[config.mk]
export PLATFORM = sky130hd
export DESIGN_NAME = pmrc_top
export DESIGN_NICKNAME = d
export VERILOG_FILES = /design/src/inc/pmrc_pkg.sv /design/src/rtl/pmrc_clk_div.sv /design/src/rtl/pmrc_rst_qual.sv /design/src/rtl/pmrc_top.sv
export VERILOG_INCLUDE_DIRS = /design/src /design/src/inc
export SDC_FILE = /design/constraint.sdc
export NUM_CORES = 1
export LEC_CHECK = 0
export ABC_CLOCK_PERIOD_IN_PS = 2800
export BUFFER_PORTS_ARGS = -buffer_cell sky130_fd_sc_hd__buf_2
export CAP_MARGIN = 20
export CORE_MARGIN = 4
export CORE_UTILIZATION = 30
export DETAILED_ROUTE_END_ITERATION = 12
export MAX_ROUTING_LAYER = met4
export PLACE_DENSITY_LB_ADDON = 0.05
export SKIP_LAST_GASP = 1
export SYNTH_ARGS = -nofsm -noshare
export SYNTH_HDL_FRONTEND = slang
export SYNTH_SLANG_ARGS = --single-unit
[constraint.sdc]
create_clock -name core_clk -period 2.8 [get_ports core_clk]
set_input_delay 0.14 -clock core_clk [delete_from_list [all_inputs] [get_ports core_clk]]
set_output_delay 0.14 -clock core_clk [all_outputs]
set_load 0.01 [all_outputs]
[src/inc/pmrc_params.svh]
/*
 * named figures of the power mode and reset controller: clock rate,
 * divider ratios, reset qualification length, oscillator start time,
 * power control bit positions and counter widths.
 * assumes it is included by bare name by every file that needs a figure.
 */
`ifndef PMRC_PARAMS_SVH
`define PMRC_PARAMS_SVH

// ****************************************************************
// clocking
// ****************************************************************
`define PMRC_CLK_MHZ        10
`define PMRC_STATES_PER_MC  3'h6
`define PMRC_MC_LAST        3'h5
// ****************************************************************
// reset timing
// ****************************************************************
`define PMRC_RST_QUAL_OSC   5'h18
`define PMRC_QUAL_W         5
`define PMRC_WDT_RST_MC     2'h2
// oscillator restart time in microseconds, then in clock cycles
`define PMRC_OSC_START_US   2000
`define PMRC_OSC_START_CYC  (`PMRC_OSC_START_US * `PMRC_CLK_MHZ)
`define PMRC_WAKE_W         16
// ****************************************************************
// power control register layout
// ****************************************************************
`define PMRC_POWER_CONTROL_REGISTER_W         2
`define PMRC_POWER_CONTROL_REGISTER_IDLE      0
`define PMRC_POWER_CONTROL_REGISTER_PD        1
`define PMRC_POWER_CONTROL_REGISTER_RESET     2'h0

`endif

[src/inc/pmrc_pkg.sv]
/*
 * types of the power mode and reset controller: the mode state machine.
 * assumes pmrc_params.svh holds every figure; this package holds only types.
 */
package pmrc_pkg;

  // ****************************************************************
  // operating modes, one-hot
  // ****************************************************************
  typedef enum logic [5:0] {
    PMRC_RUN      = 6'h01,  // core executing
    PMRC_IDLE     = 6'h02,  // core halted, peripherals run
    PMRC_IDLE_RST = 6'h04,  // reset pin seen in idle, core briefly resumes
    PMRC_PDOWN    = 6'h08,  // oscillator stopped
    PMRC_WAKE     = 6'h10,  // oscillator restarting
    PMRC_RESET    = 6'h20   // internal reset active
  } pmrc_state_t;

endpackage

[src/rtl/pmrc_clk_div.sv]
/*
 * divide-by-two state clock and machine cycle enables.
 * assumes core_clk is the oscillator clock and osc_stable is low while
 * the oscillator is stopped or still starting.
 */
`timescale 1ns/1ps
`include "pmrc_params.svh"

module pmrc_clk_div (
  input  wire logic core_clk,
  input  wire logic reset,
  input  wire logic osc_stable,
  output logic      state_tick,
  output logic      mc_tick
);
  import pmrc_pkg::*;

  logic       phase;   // divide-by-two flip-flop
  logic [2:0] st_cnt;  // state count within a machine cycle

  // ****************************************************************
  // divider
  // ****************************************************************
  // tick only on every second oscillator edge, so duty cycle is irrelevant
  assign state_tick = phase & osc_stable;
  assign mc_tick    = state_tick & (st_cnt == `PMRC_MC_LAST);

  // toggle flop runs only while the oscillator runs
  always_ff @(posedge core_clk or posedge reset)
  begin
    if (reset)
      phase <= 1'b0;
    else if (osc_stable)
      phase <= ~phase;
  end

  // count states to mark machine cycles
  always_ff @(posedge core_clk or posedge reset)
  begin
    if (reset)
      st_cnt <= 3'h0;
    else if (mc_tick)
      st_cnt <= 3'h0;
    else if (state_tick)
      st_cnt <= st_cnt + 3'h1;
  end

endmodule

[src/rtl/pmrc_rst_qual.sv]
/*
 * reset pin qualifier: the pin must stay high for a full count of running
 * oscillator periods before a reset is recognised.
 * assumes rst_pin is synchronous to core_clk.
 */
`timescale 1ns/1ps
`include "pmrc_params.svh"

module pmrc_rst_qual (
  input  wire logic core_clk,
  input  wire logic reset,
  input  wire logic osc_stable,
  input  wire logic rst_pin,
  output logic      qualified
);
  import pmrc_pkg::*;

  logic [`PMRC_QUAL_W-1:0] cnt;       // running periods with pin high
  logic [7:0]              chk_run;   // helper for the check below
  wire                     cnt_full = (cnt == `PMRC_RST_QUAL_OSC);
  wire                     cnt_last = (cnt == `PMRC_RST_QUAL_OSC - 5'h1);  // final period now

  // ****************************************************************
  // qualification counter
  // ****************************************************************
  // count high pin only while oscillator runs
  always_ff @(posedge core_clk or posedge reset)
  begin
    if (reset)
      cnt <= '0;
    else if (!rst_pin)
      cnt <= '0;
    else if (osc_stable && !cnt_full)
      cnt <= cnt + 5'h1;
  end

  // last counted period qualifies at once
  // level then stays while the pin stays high
  always_ff @(posedge core_clk or posedge reset)
  begin
    if (reset)
      qualified <= 1'b0;
    else
      qualified <= rst_pin & (cnt_full | (osc_stable & cnt_last));
  end

  // ****************************************************************
  // checks
  // ****************************************************************
  always_ff @(posedge core_clk or posedge reset)
  begin
    if (reset)
      chk_run <= 8'h0;
    else if (!rst_pin)
      chk_run <= 8'h0;
    else if (osc_stable && chk_run != 8'hff)
      chk_run <= chk_run + 8'h1;
  end
endmodule

[src/rtl/pmrc_top.sv]
/*
 * power mode and reset controller: idle and power-down modes, wake-up,
 * reset pin qualification, watchdog reset, oscillator gating and the
 * pin states held in each mode.
 * assumes the core pulses instr_done as each instruction completes and
 * writes the power control bits with power_control_register_wr; all inputs are synchronous.
 */
// Overview of operation
// - reset needs pin high 24 running periods
// - input clock divided by two internally
// - idle halts core, peripherals and state kept
// - idle entered after requesting instruction completes
// - enabled interrupt or reset ends idle
// - power-down stops oscillator after request instruction
// - reset or external interrupt ends power-down
// - interrupt wake keeps memory and registers
// - wake interrupt must be level and enabled
// - interrupt wake resumes at next instruction
// - watchdog reset ends power-down like reset
// - mode request bits sit in power control
// - reset from idle blocks RAM, not ports
// - idle drives both strobes high
// - power-down drives both strobes low
`timescale 1ns/1ps
`include "pmrc_params.svh"

module pmrc_top #(
  parameter logic [`PMRC_WAKE_W-1:0] OSC_START_CYC = `PMRC_WAKE_W'(`PMRC_OSC_START_CYC)
) (
  input  wire logic                     core_clk,
  input  wire logic                     reset,
  input  wire logic                     rst_pin,
  input  wire logic                     wdt_reset,
  input  wire logic                     power_control_register_wr,
  input  wire logic [`PMRC_POWER_CONTROL_REGISTER_W-1:0]  power_control_register_wdata,
  input  wire logic                     instr_done,
  input  wire logic                     irq_enabled_pending,
  input  wire logic                     ext_irq_zero,
  input  wire logic                     ext_irq_one,
  input  wire logic                     ext_irq_zero_level,
  input  wire logic                     ext_irq_one_level,
  input  wire logic                     ext_irq_zero_en,
  input  wire logic                     ext_irq_one_en,
  input  wire logic                     ext_prog_mem,
  input  wire logic                     core_ale,
  input  wire logic                     core_program_fetch_strobe,
  output logic [`PMRC_POWER_CONTROL_REGISTER_W-1:0]       power_control_register,
  output pmrc_pkg::pmrc_state_t         mode_state,
  output logic                          osc_enable,
  output logic                          cpu_clk_en,
  output logic                          periph_clk_en,
  output logic                          internal_reset,
  output logic                          ram_access_block,
  output logic                          ale_out,
  output logic                          program_fetch_strobe,
  output logic                          port0_drive_en,
  output logic                          port2_addr_sel
);
  import pmrc_pkg::*;

  // ****************************************************************
  // declarations
  // ****************************************************************
  pmrc_state_t              state;          // current mode
  pmrc_state_t              next_state;     // mode for next edge
  logic                     wake_by_rst;    // power-down left via reset pin
  logic [`PMRC_WAKE_W-1:0]  wake_cnt;       // oscillator restart timer
  logic [1:0]               rst_mc;         // machine cycles spent in reset
  logic                     state_tick;     // divided clock enable
  logic                     mc_tick;        // machine cycle enable
  logic                     rst_qual;       // reset pin qualified
  logic [`PMRC_POWER_CONTROL_REGISTER_W-1:0]  next_power_control_register;      // power control next value
  logic                     next_ale;       // strobe next values
  logic                     next_program_fetch_strobe;
  logic                     next_p0;
  logic                     next_p2;

  // external interrupt may wake only when level mode, enabled and low
  function automatic logic irq_wakes(input logic pin, input logic level,
                                     input logic en);
    irq_wakes = !pin & level & en;
  endfunction

  // ****************************************************************
  // decoding
  // ****************************************************************
  // only level-sensitive enabled inputs wake
  wire wake_irq   = irq_wakes(ext_irq_zero, ext_irq_zero_level, ext_irq_zero_en)
                  | irq_wakes(ext_irq_one, ext_irq_one_level, ext_irq_one_en);
  wire in_run     = (state == PMRC_RUN);
  wire in_idle    = (state == PMRC_IDLE);
  wire in_idlerst = (state == PMRC_IDLE_RST);
  wire in_pdown   = (state == PMRC_PDOWN);
  wire in_wake    = (state == PMRC_WAKE);
  wire in_reset   = (state == PMRC_RESET);
  // oscillator runs and is usable outside power-down and restart
  wire osc_stable = !(in_pdown || in_wake);
  wire wake_done  = in_wake && (wake_cnt == OSC_START_CYC - `PMRC_WAKE_W'(1));
  wire rst_held   = (rst_mc == `PMRC_WDT_RST_MC);
  wire req_pd     = instr_done && power_control_register[`PMRC_POWER_CONTROL_REGISTER_PD];
  wire req_idle   = instr_done && power_control_register[`PMRC_POWER_CONTROL_REGISTER_IDLE];

  assign osc_enable    = !in_pdown;
  assign periph_clk_en = state_tick;
  assign cpu_clk_en    = state_tick & (in_run | in_idlerst);
  assign mode_state    = state;

  // ****************************************************************
  // submodules
  // ****************************************************************
  // divide-by-two state clock
  pmrc_clk_div u_div (
    .core_clk   (core_clk),
    .reset      (reset),
    .osc_stable (osc_stable),
    .state_tick (state_tick),
    .mc_tick    (mc_tick)
  );

  pmrc_rst_qual u_qual (
    .core_clk   (core_clk),
    .reset      (reset),
    .osc_stable (osc_stable),
    .rst_pin    (rst_pin),
    .qualified  (rst_qual)
  );

  // ****************************************************************
  // mode state machine
  // ****************************************************************
  always_comb
  begin
    next_state = state;
    unique case (state)
      PMRC_RUN:
      begin
        if (rst_qual || wdt_reset)
          next_state = PMRC_RESET;
        else if (req_pd)
          next_state = PMRC_PDOWN;
        else if (req_idle)
          next_state = PMRC_IDLE;
      end
      PMRC_IDLE:
      begin
        if (wdt_reset)
          next_state = PMRC_RESET;
        // reset pin lets core resume briefly
        else if (rst_pin)
          next_state = PMRC_IDLE_RST;
        else if (irq_enabled_pending)
          next_state = PMRC_RUN;
      end
      PMRC_IDLE_RST:
      begin
        if (rst_qual || wdt_reset)
          next_state = PMRC_RESET;
        else if (!rst_pin)
          next_state = PMRC_RUN;
      end
      PMRC_PDOWN:
      begin
        if (wdt_reset)
          next_state = PMRC_RESET;
        // reset pin or external interrupt wakes
        else if (rst_pin || wake_irq)
          next_state = PMRC_WAKE;
      end
      PMRC_WAKE:
      begin
        if (wdt_reset)
          next_state = PMRC_RESET;
        else if (wake_done)
          next_state = PMRC_RUN;
      end
      PMRC_RESET:
      begin
        // held while pin stays qualified, until two machine cycle ticks have been counted
        if (!rst_qual && rst_held)
          next_state = PMRC_RUN;
      end
      default:
        next_state = PMRC_RESET;
    endcase
  end

  // state register
  always_ff @(posedge core_clk or posedge reset)
  begin
    if (reset)
      state <= PMRC_RESET;
    else
      state <= next_state;
  end

  // remember whether the restart came from the reset pin
  always_ff @(posedge core_clk or posedge reset)
  begin
    if (reset)
      wake_by_rst <= 1'b0;
    else if (in_pdown)
      wake_by_rst <= rst_pin;
  end

  // oscillator restart timer
  always_ff @(posedge core_clk or posedge reset)
  begin
    if (reset)
      wake_cnt <= '0;
    else if (in_wake)
      wake_cnt <= wake_cnt + `PMRC_WAKE_W'(1);
    else
      wake_cnt <= '0;
  end

  // machine cycles spent in internal reset
  always_ff @(posedge core_clk or posedge reset)
  begin
    if (reset)
      rst_mc <= 2'h0;
    else if (!in_reset)
      rst_mc <= 2'h0;
    else if (mc_tick && !rst_held)
      rst_mc <= rst_mc + 2'h1;
  end

  // ****************************************************************
  // power control register
  // ****************************************************************
  // mode bits held here; hardware clears on exit, write wins
  always_comb
  begin
    next_power_control_register = power_control_register;
    if (in_idle && next_state != PMRC_IDLE)
      next_power_control_register[`PMRC_POWER_CONTROL_REGISTER_IDLE] = 1'b0;
    // interrupt wake clears only pd bit
    if (in_wake && next_state != PMRC_WAKE)
      next_power_control_register[`PMRC_POWER_CONTROL_REGISTER_PD] = 1'b0;
    if (power_control_register_wr)
      next_power_control_register = power_control_register_wdata;
    // any reset clears the power control register
    if (next_state == PMRC_RESET)
      next_power_control_register = `PMRC_POWER_CONTROL_REGISTER_RESET;
  end

  always_ff @(posedge core_clk or posedge reset)
  begin
    if (reset)
      power_control_register <= `PMRC_POWER_CONTROL_REGISTER_RESET;
    else
      power_control_register <= next_power_control_register;
  end

  // ****************************************************************
  // pin states per mode
  // ****************************************************************
  // strobe and port states by mode
  always_comb
  begin
    next_ale  = core_ale;
    next_program_fetch_strobe = core_program_fetch_strobe;
    next_p0   = 1'b1;
    next_p2   = ext_prog_mem;
    unique case (next_state)
      PMRC_IDLE:
      begin
        next_ale  = 1'b1;
        next_program_fetch_strobe = 1'b1;
        next_p0   = !ext_prog_mem;
      end
      PMRC_PDOWN, PMRC_WAKE:
      begin
        next_ale  = 1'b0;
        next_program_fetch_strobe = 1'b0;
        next_p0   = !ext_prog_mem;
        next_p2   = 1'b0;
      end
      PMRC_RESET:
      begin
        next_ale  = 1'b1;
        next_program_fetch_strobe = 1'b1;
        next_p0   = 1'b0;
        next_p2   = 1'b0;
      end
      PMRC_RUN, PMRC_IDLE_RST:
      begin
        next_p0   = 1'b1;
      end
      default:
      begin
        next_p0   = 1'b0;
      end
    endcase
  end

  // registered pin and reset outputs, aligned with state
  always_ff @(posedge core_clk or posedge reset)
  begin
    if (reset)
    begin
      ale_out              <= 1'b1;
      program_fetch_strobe <= 1'b1;
      port0_drive_en       <= 1'b0;
      port2_addr_sel       <= 1'b0;
      internal_reset       <= 1'b1;
      ram_access_block     <= 1'b0;
    end
    else
    begin
      ale_out              <= next_ale;
      program_fetch_strobe <= next_program_fetch_strobe;
      port0_drive_en       <= next_p0;
      port2_addr_sel       <= next_p2;
      internal_reset       <= (next_state == PMRC_RESET);
      // block RAM while core resumes from idle
      ram_access_block     <= (next_state == PMRC_IDLE_RST);
    end
  end
endmodule

Word-level counts from Yosys, hierarchy flattened
Index checks and enable logic that the tools add are counted.
{"block": "totals", "ff_bits": 42, "inputBits": 18}
{"block": "classes", "addsub": 4, "n_eq_ne": 21, "mux": 29, "n_bitwise": 13, "reduce_logical": 27}
{"cell": "two-way mux 6 bit", "count": 13}
{"cell": "case mux 6 bit (6 select lines)", "count": 1}
{"cell": "adder 16 x 1 -> 16 bit, second input constant", "count": 1}
{"cell": "equality test 16 x 15 -> 1 bit, second input constant", "count": 1}
{"cell": "two-way mux 16 bit", "count": 1}
{"cell": "equality test 6 x 1 -> 1 bit, second input constant", "count": 2}
{"cell": "equality test 6 x 2 -> 1 bit, second input constant", "count": 2}
{"cell": "equality test 6 x 3 -> 1 bit, second input constant", "count": 2}
{"cell": "equality test 6 x 4 -> 1 bit, second input constant", "count": 2}
{"cell": "equality test 6 x 5 -> 1 bit, second input constant", "count": 2}
{"cell": "equality test 6 bit, second input constant", "count": 2}
{"cell": "equality test 5 bit, second input constant", "count": 2}
{"cell": "two-way mux 5 bit", "count": 2}
{"cell": "AND 1 bit", "count": 9}
{"cell": "logical AND 1 bit", "count": 8}
{"cell": "zero test 1 bit", "count": 8}
{"cell": "two-way mux 2 bit", "count": 4}
{"cell": "two-way mux 3 bit", "count": 2}
{"cell": "!= test 6 x 2 -> 1 bit, second input constant", "count": 1}
{"cell": "!= test 6 x 5 -> 1 bit, second input constant", "count": 1}
{"cell": "case mux 1 bit (2 select lines)", "count": 3}
{"cell": "nonzero test 3 bit", "count": 2}
{"cell": "OR reduction 2 bit", "count": 3}
{"cell": "OR reduction 3 bit", "count": 2}
{"cell": "other kinds (11)", "count": 18}

Depth between registers and ports, before layout
Gate-level depths: netlist of run 1.
{"block": "logic_depth", "word_depth": 13, "depth_mapped": 8, "mapped_depth_nobuf": 7}

Hierarchy
From an unflattened synthesis of run 1, not the netlist that was laid out.
{"block": "hier_totals", "hier_cells": 246, "area_unflattened_um2": 2324.7}
{"mod": "pmrc_top", "instances": 1, "cells_each": 192, "area_per_inst_um2": 1801.7}
{"mod": "pmrc_rst_qual", "instances": 1, "cells_each": 33, "area_per_inst_um2": 325.3}
{"mod": "pmrc_clk_div", "instances": 1, "cells_each": 21, "area_per_inst_um2": 197.7}

Worst setup path before layout of run 1
OpenSTA, ideal clock, no wires.
{"block": "synth_path", "path_type": "register to register", "startpoint": "reg state[5] (netlist: mode_state[5])", "endpoint": "reg ale_out", "setup_time_ns": 0.077, "t_arrival_ns": 1.920, "slack_ns": 0.803, "path_stages_with_launch": 8, "n_path_buf": 2, "synth_period_minus_slack_ns": 1.997, "path_cell_list": "dfstp_2 buf_2 nor4bb_1 nand2_2 and3_1 buf_6 or3b_4 a21o_1"}
{"block": "synth_between", "elab_chain_cells": 8, "word_cells_on_any_way": 28, "cone_classes": "10 x eq/ne; 15 x mux; 3 x reduce/logical"}
{"element": "start: declaration", "line": "pmrc_top.sv:64", "text": "pmrc_state_t state;"}
{"element": "start signal: assignment", "line": "pmrc_top.sv:193", "text": "state <= next_state;"}
{"element": "equality test 6 x 5 -> 1 bit", "line": "pmrc_top.sv:94, pmrc_top.sv:134"}
{"element": "logical AND 1 bit", "line": "pmrc_top.sv:98", "text": "wire wake_done = in_wake && (wake_cnt == OSC_START_CYC - `PMRC_WAKE_W'(1));"}
{"element": "two-way mux 6 bit", "line": "pmrc_top.sv:173", "text": "else if (wake_done)"}
{"element": "two-way mux 6 bit", "line": "pmrc_top.sv:171", "text": "if (wdt_reset)"}
{"element": "case mux 6 bit (6 select lines) (*)", "line": "pmrc_top.sv:134", "text": "unique case (state)"}
{"element": "net next_state[5]", "line": "pmrc_top.sv:65", "text": "pmrc_state_t next_state;"}
{"element": "equality test 6 bit, or another cell as far along", "line": "pmrc_top.sv:264", "text": "unique case (next_state)"}
{"element": "OR reduction 2 bit, on equally long branches"}
{"element": "case mux 1 bit (2 select lines) (*)", "line": "pmrc_top.sv:264"}
{"element": "net next_ale", "line": "pmrc_top.sv:73", "text": "logic next_ale;"}
{"element": "end signal: assignment", "line": "pmrc_top.sv:310", "text": "ale_out <= next_ale;"}
{"element": "end: declaration", "line": "pmrc_top.sv:54", "text": "output logic ale_out,"}
Mark *: on every way through the listed nets, which the timed path passes. The rest lies on a longest branch.
A chain may end at the register's enable or synchronous reset.

Final worst setup path of run 1
{"block": "layout_path", "startpoint": "reg rst_mc[0]", "endpoint": "reg program_fetch_strobe"}
{"block": "layout_between", "elab_chain_cells": 7, "word_cells_on_any_way": 11, "cone_classes": "5 x eq/ne; 3 x mux; 3 x reduce/logical"}
{"element": "start: declaration", "line": "pmrc_top.sv:68", "text": "logic [1:0] rst_mc;"}
{"element": "start signal: assignment", "line": "pmrc_top.sv:224", "text": "rst_mc <= rst_mc + 2'h1;"}
{"element": "equality test 2 bit (no line) (*)"}
{"element": "logical AND 1 bit (*)", "line": "pmrc_top.sv:179", "text": "if (!rst_qual && rst_held)"}
{"element": "two-way mux 6 bit (*)", "line": "pmrc_top.sv:179"}
{"element": "case mux 6 bit (6 select lines) (*)", "line": "pmrc_top.sv:134"}
{"element": "equality test 6 bit, or another cell as far along", "line": "pmrc_top.sv:264"}
{"element": "OR reduction 2 bit, on equally long branches"}
{"element": "case mux 1 bit (2 select lines) (*)", "line": "pmrc_top.sv:264"}
{"element": "net next_program_fetch_strobe", "line": "pmrc_top.sv:74", "text": "logic next_program_fetch_strobe;"}
{"element": "end signal: assignment", "line": "pmrc_top.sv:311", "text": "program_fetch_strobe <= next_program_fetch_strobe;"}
{"element": "end: declaration", "line": "pmrc_top.sv:55", "text": "output logic program_fetch_strobe,"}
Marks and branches as above.

==> results by group, run 1 <==
Timing
  – Least-Margin Pin Slew: 885 ps
  – Tmin final: 2020 ps
  – RSZ-0062 raised after global routing: no
  – Final setup TNS: 0 ps
  – Final period util: 72.2%
  – Fmax achieved: 0.494 GHz
  – Final Hold Viols: 0
  – Clk_skew: 12.4 ps
  – Final Slew Violations: 0
  – Slew margin rel.: 40.9%
  – Final setup fails: 0

Finish
  – Cell Count, Final, Fillers Out: 358
  – Nets: 282
  – Layout cell share with drive strength beyond 1: 22.4%
  – Area of the multi-input gates: 1070 um^2
  – Storage cell area: 1060 um^2
  – # fillers: 771
  – Area grow syn2layout: 16.6%
  – Antenna Cells: 0

Synthesis
  – Syn Std Cell Area: 2210 um^2
  – Gate Count Post-Synth: 223
  – Yosys cell types: 46
  – Post-synth top area cell: dfrtp_1
  – Most frequent cell after synthesis: dfrtp_1
  – Top post-synthesis cells by area: dfrtp_1, nor2_1, dfstp_2
  – Synth Warn #: 0
  – Flops & latches, synth: 42
  – Post-synth top cells: dfrtp_1, nor2_1, nand2_1, nand3_1, xor2_1
  – Most used DFF post-synth: dfrtp_1
  – Yosys top cell area share: 43.0%
  – Post-synth EDFFs: 0
  – Syn_area_per_cell: 9.93 um^2
  – Syn Nets: 247
  – Seq/Total Area, Yosys: 47.7%
  – Post-synth ARST share: 100%

Hold path
  – Hold Path Class: in -> async

Clock network
  – H-tree depth: 2
  – Total clock buffers created by CTS: 5
  – TritonCTS clock tree: built
  – Clock latency on the worst-skew pair: 290 ps
  – Clock Sinks: 42
  – Clk buf depth: 2
  – Clock root buffer master: clkbuf_8
  – Post-CTS resize count: 0
  – # Post-CTS Setup Buffers: 0
  – Clk slew on worst S/H paths: 90 ps
  – Cts hold-fix bufs: 0

Worst setup path
  – CP top delay family: simple AND/OR/NAND/NOR gates
  – Critical Path RT: 3030 ps
  – Worst Path Buf+Inv: 1
  – Setup CP Type: reg -> reg
  – Reg2Reg Setup Slack: 780 ps
  – R2R Path End: program_fetch_strobe
  – Crit-path max FO: 6
  – Worst r2r src: rst_mc[0]
  – Cell Chain, Critical Path: inv_1, ha_1, nor4bb_1, nand2_2, and3_1, or3b_4, a21o_1
  – CP startpoint kind: flip-flop
  – Worst setup EP type: flip-flop
  – Critical-path top delay cell: or3b_4
  – Crit path largest cell delay: 430 ps
  – Critical Path AT: 2250 ps
  – R2R depth: 7

Route
  – Drt pass-1 iters: 4
  – Detail Route Antenna Nets: 0
  – Post-Route WL: 4690 um
  – Via density: 4.61
  – Final routed DRC violation total: 0
  – First DRT Iteration DRCs: 55
  – Drt wl/cell: 13.1 um
  – Via Count: 1652

Run
  – Max_cap viols: 0

Die
  – Core area: 7210 um^2
  – Chip height: 93.9 um
  – Die W: 93.9 um
  – Starting Density: 30.7%
  – Row count: 31
  – Top-Level Pins: 35
  – DIE AREA: 8820 um^2

Place
  – Port Buffers: 34
  – Placed cells: 350
  – HPWL Detailed: 3500 um
  – RD Place Congestion: 0.729

Pwr
  – P per Cell Area: 614 nW/um^2
  – Peak VDD IR: 0.278 mV
  – Leakage power: 1.14 nW

Global routing
  – Number of global-route vias before repair: 1570
  – Initial antenna violation count: 0
  – Gr ovfl total: 0
  – First-pass GRT wire length: 7900 um
  – Overall routing resource usage: 11.7%
  – Largest net degree at the start of global routing: 43

Outcome
  – Status: finished, final reports clean
cell usage in the layout (no fill, tap or decap), types with 3 or more instances in the layout:
cell type,n
a21o_1,3
a21oi_1,7
and2_1,3
and3_1,6
buf_2,34
clkbuf_8,6
dfrtp_1,38
dfstp_2,4
ha_1,6
inv_1,9
nand2_1,16
nand3_1,12
nand3b_1,3
nand4_1,6
nand4b_1,4
nor2_1,29
nor3_1,6
o21ai_0,10
or3_1,4
xnor2_1,8
xor2_1,11
worst reg2reg max path, delay by kind of cell, from the launching register on:
family                   cells  cell delay (ps)
buffers and inverters        1               60
AND/OR/NAND/NOR              4             1160
adder cells (fa/ha/maj)      1              170
AO/OA/AOI/OAI                1              160
flip-flops                   1              400
flip-flops by register name (all words and copies together), names as in the netlist, 2 cells and up:
name and flops:
wake_cnt 16, mode_state 6, u_qual.cnt 5, power_control_register 2, u_div.st_cnt 3, rst_mc 2
layer usage:
metal,vias up,track usage [%],wire (um)
li1,845,-,-
met1,778,15.8,2290
met2,25,17.5,2180
met3,4,2.96,180
met4,0,3.25,33
met5,-,-,0
report_power, final:
part	switching [mW]	leakage (nW)	internal [mW]
Combinational	0.170	0.524	0.158
Sequential	0.0651	0.560	0.690
Clock	0.211	0.0585	0.291
how the worst max path moves through the flow:
stage / startpoint / end / slack, ps / cells after the start
6_report: rst_mc[0] / program_fetch_strobe / 780 / 7
5_1_grt: rst_mc[0] / program_fetch_strobe / 660 / 7
4_1_cts: mode_state[2] / cpu_clk_en / 770 / 5
3_5_place_dp: rst_mc[0] / program_fetch_strobe / 800 / 7
3_3_place_gp: rst_mc[0] / program_fetch_strobe / 820 / 7
2_1_floorplan: mode_state[5] / ale_out / 800 / 7
per-stage QoR:
step                      power [mW]  hold WS [ps]  instance area (um^2)  util [%]  setup slack (ps)
after detailed placement        1.10           351                  2460      34.1               802
final                           1.59          36.8                  2580      35.8               778
after floorplan                 1.01           249                  2210         -               803
after global routing            1.70          29.2                  2580      35.8               657
after global placement          1.11           347                  2460      34.1               819
after CTS                       1.62          36.4                  2580      35.8               766
cells by family (layout without fill, tap and decap cells):
logic type	Yosys count	after routing	synth area share [%]
multiplexers	1	1	0.452
XOR/XNOR	19	19	7.52
buffers and inverters	17	53	4.01
AO/OA/AOI/OAI	29	29	8.65
AND/OR/NAND/NOR	109	109	28.3
adder cells (fa/ha/maj)	6	6	3.39
flip-flops	42	42	47.7
cell type report:
type	instances	area share, %
multi-input cells	164	41.4
flip-flops and latches	42	40.9
repair buffers	35	6.89
well taps	99	4.80
clock buffers	7	3.35
inverters	10	1.45
clock inverters	1	1.16
Note: power is estimated with default switching activity, not from simulation.
==> run 2: changes to the inputs <==
Settings changed: ABC_CLOCK_PERIOD_IN_PS 2800 to 1850.
Clock period 2.8 ns to 1.85 ns, I/O delays scaled along.
==> run 2 against run 1 <==
Effect of this change:
- the flow now finishes with violations (setup timing)
- clock skew is 4.2 ps lower
- routed wire length is 6.4% higher
- combinational power is 91% higher
- global-route usage is 0.92 points higher
- cell count is 5.6% higher
- first-iteration DRC count is 38% lower
- clock-buffer cell count is 1 higher
- worst setup slack worse by 860 ps
- maximum frequency is 4.6% higher
==> results by group, run 2 (same netlist as run 1, synthesis figures left out) <==
Die
  – Die W: 93.9 um (unchanged)
  – Starting Density: 30.7% (unchanged)
  – Core area: 7210 um^2 (unchanged)
  – Chip height: 93.9 um (unchanged)
  – Row count: 31 (unchanged)
  – DIE AREA: 8820 um^2 (unchanged)
  – Top-Level Pins: 35 (unchanged)

Worst setup path
  – Worst setup EP type: flip-flop
  – CP top delay family: simple AND/OR/NAND/NOR gates
  – Critical Path AT: 2170 ps (-80 ps)
  – CP startpoint kind: flip-flop
  – Critical Path RT: 2080 ps (-950 ps)
  – Crit-path max FO: 4 (-2)
  – Critical-path top delay cell: or4b_1
  – Setup CP Type: reg -> reg
  – Worst Path Buf+Inv: 0 (-1)
  – Cell Chain, Critical Path: or4b_1, or3_4, o31ai_4, and3_4, a21o_1
  – Crit path largest cell delay: 500 ps (+70 ps)

Place
  – HPWL Detailed: 3640 um (+4.0%)
  – Port Buffers: 34 (unchanged)
  – Placed cells: 365 (+4.3%)
  – Dpl ws: -61.9 ps (-864 ps)
  – Placed cell area: 2600 um^2 (+5.4%)
  – RD Place Congestion: 0.755 (+3.6%)

Timing
  – Final Hold Viols: 0 (unchanged)
  – Worst hold margin: 42.7 ps (+5.97 ps)
  – Tmin final: 1930 ps (-89.2 ps)
  – Final setup TNS: -190 ps (-190 ps)
  – Setup ws final: -83.1 ps (-861 ps)
  – Final Slew Violations: 0 (unchanged)
  – Fmax achieved: 0.517 GHz (+4.6%)
  – Slew margin rel.: 63.4% (+23 points)
  – Final period util: 104% (+32 points)
  – Least-Margin Pin Slew: 549 ps (-337 ps)
  – Final setup fails: 3 (+3)
  – RSZ-0062 raised after global routing: yes
  – Clk_skew: 8.14 ps (-4.24 ps)

Finish
  – Layout cell share with drive strength beyond 1: 29.4% (+7.0 points)
  – Commonest non-fill, non-tap cell in the layout: dfrtp_1
  – Nets: 302 (+7.1%)
  – Leading cell types in the layout, fill and taps excluded: dfrtp_1, buf_2, nor2_1, buf_4, nand2_1
  – Post-Layout Inst Area: 2770 um^2 (+7.2%)
  – Max reg flops: 16 (unchanged)
  – Largest reg by FF count: wake_cnt
  – Final Util: 38.3% (+2.6 points)
  – Antenna Cells: 0 (unchanged)
  – Cell Count, Final, Fillers Out: 378 (+5.6%)
  – Area grow syn2layout: 24.9%

Clock network
  – H-tree depth: 2 (unchanged)
  – TritonCTS clock tree: built
  – Clock Sinks: 42 (unchanged)
  – Total clock buffers created by CTS: 5 (unchanged)
  – Clk slew on worst S/H paths: 80 ps (about the same)
  – Clock latency on the worst-skew pair: 290 ps (about the same)
  – Clock root buffer master: clkbuf_8
  – Clk buf depth: 2 (unchanged)

Pwr
  – Power after layout: 2.34 mW (+48%)
  – Internal power: 1.65 mW (+45%)
  – Peak VDD IR: 0.310 mV (+12%)
  – Sequential power share: 49.2% (+1.6 points)
  – P per Cell Area: 847 nW/um^2 (+38%)
  – Clock share of power: 24.2% (-7.5 points)
  – P_sw: 0.692 mW (+55%)
  – Net Sw Frac: 29.5% (+1.4 points)
  – Comb power frac: 26.7% (+6.0 points)
  – Leakage power: 1.23 nW (+7.4%)

Global routing
  – First-pass GRT wire length: 8520 um (+7.9%)
  – Gr ovfl total: 0 (unchanged)
  – Number of global-route vias before repair: 1788 (+14%)
  – Initial antenna violation count: 0 (unchanged)
  – Largest net degree at the start of global routing: 43 (unchanged)
  – Overall routing resource usage: 12.6% (+0.92 points)

Hold path
  – Hold Path Class: in -> reg

Route
  – First DRT Iteration DRCs: 34 (-38%)
  – Drt wl/cell: 13.2 um (+0.75%)
  – Drt pass-1 iters: 4 (unchanged)
  – Post-Route WL: 4980 um (+6.4%)
  – Via density: 4.58 (-0.76%)
  – Detail Route Antenna Nets: 0 (unchanged)
  – Final routed DRC violation total: 0 (unchanged)
  – Via Count: 1731 (+4.8%)

Outcome
  – Failing checks: setup timing
  – Status: finished, violations left

Run
  – Max_cap viols: 0 (unchanged)
==> run 2: path summary, 6_finish.rpt <==
| kind | startpoint | end | slack (ps) | depth (start not counted) |
|---|---|---|---|---|
| worst min-delay path | power_control_register_wdata[0] | power_control_register[0] | 40 | 3 |
| worst max-delay path | wake_cnt[12] | ale_out | -80 | 5 |
| min in group asynchronous | reset | u_qual.cnt[0] | 460 | 4 |
| worst min register to register | u_div.st_cnt[2] | u_div.st_cnt[2] | 490 | 1 |
| max in group asynchronous | reset | mode_state[3] | 980 | 4 |
| worst max register to register | wake_cnt[12] | ale_out | -80 | 5 |
==> run 2: power groups by stage <==
stage / Combinational (mW) / Clock, mW / Sequential (mW)
6_report: 0.625 / 0.566 / 1.15
3_5_place_dp: 0.602 / 0 / 1.16
2_1_floorplan: 0.414 / 0 / 1.16
4_1_cts: 0.618 / 0.603 / 1.14
5_1_grt: 0.706 / 0.648 / 1.17
3_3_place_gp: 0.603 / 0 / 1.16
==> run 2: final cells by class <==
| type | instances | area [um^2] |
|---|---|---|
| inverter | 10 | 37.5 |
| multi-input combinational | 164 | 1130 |
| tap | 99 | 124 |
| timing repair buffer | 55 | 338 |
| fill | 764 | 4450 |
| clock buffer | 8 | 80.1 |
| sequential | 42 | 1060 |
==> run 2: worst min-delay path, cell delays in order <==
cell	delay [ps]
buf_2	90
nand2_1	50
a21oi_1	50
==> run 2: timing repair <==
item                                    CTS  global route
setup buffers                             1             0
endpoints found under the hold margin    40             1
hold buffers                              3             1
resized for setup                         2             9
endpoints found under the setup margin    4             8
gates cloned                              0             0
pin swaps                                 0             2
==> run 2: routing by layer <==
| metal | wire length [um] | GRT usage, % | up-vias |
|---|---|---|---|
| met5 | 0 | - | - |
| met4 | 47 | 3.97 | 0 |
| met3 | 149 | 2.48 | 5 |
| met2 | 2430 | 20.3 | 25 |
| met1 | 2350 | 16.0 | 814 |
| li1 | - | - | 887 |
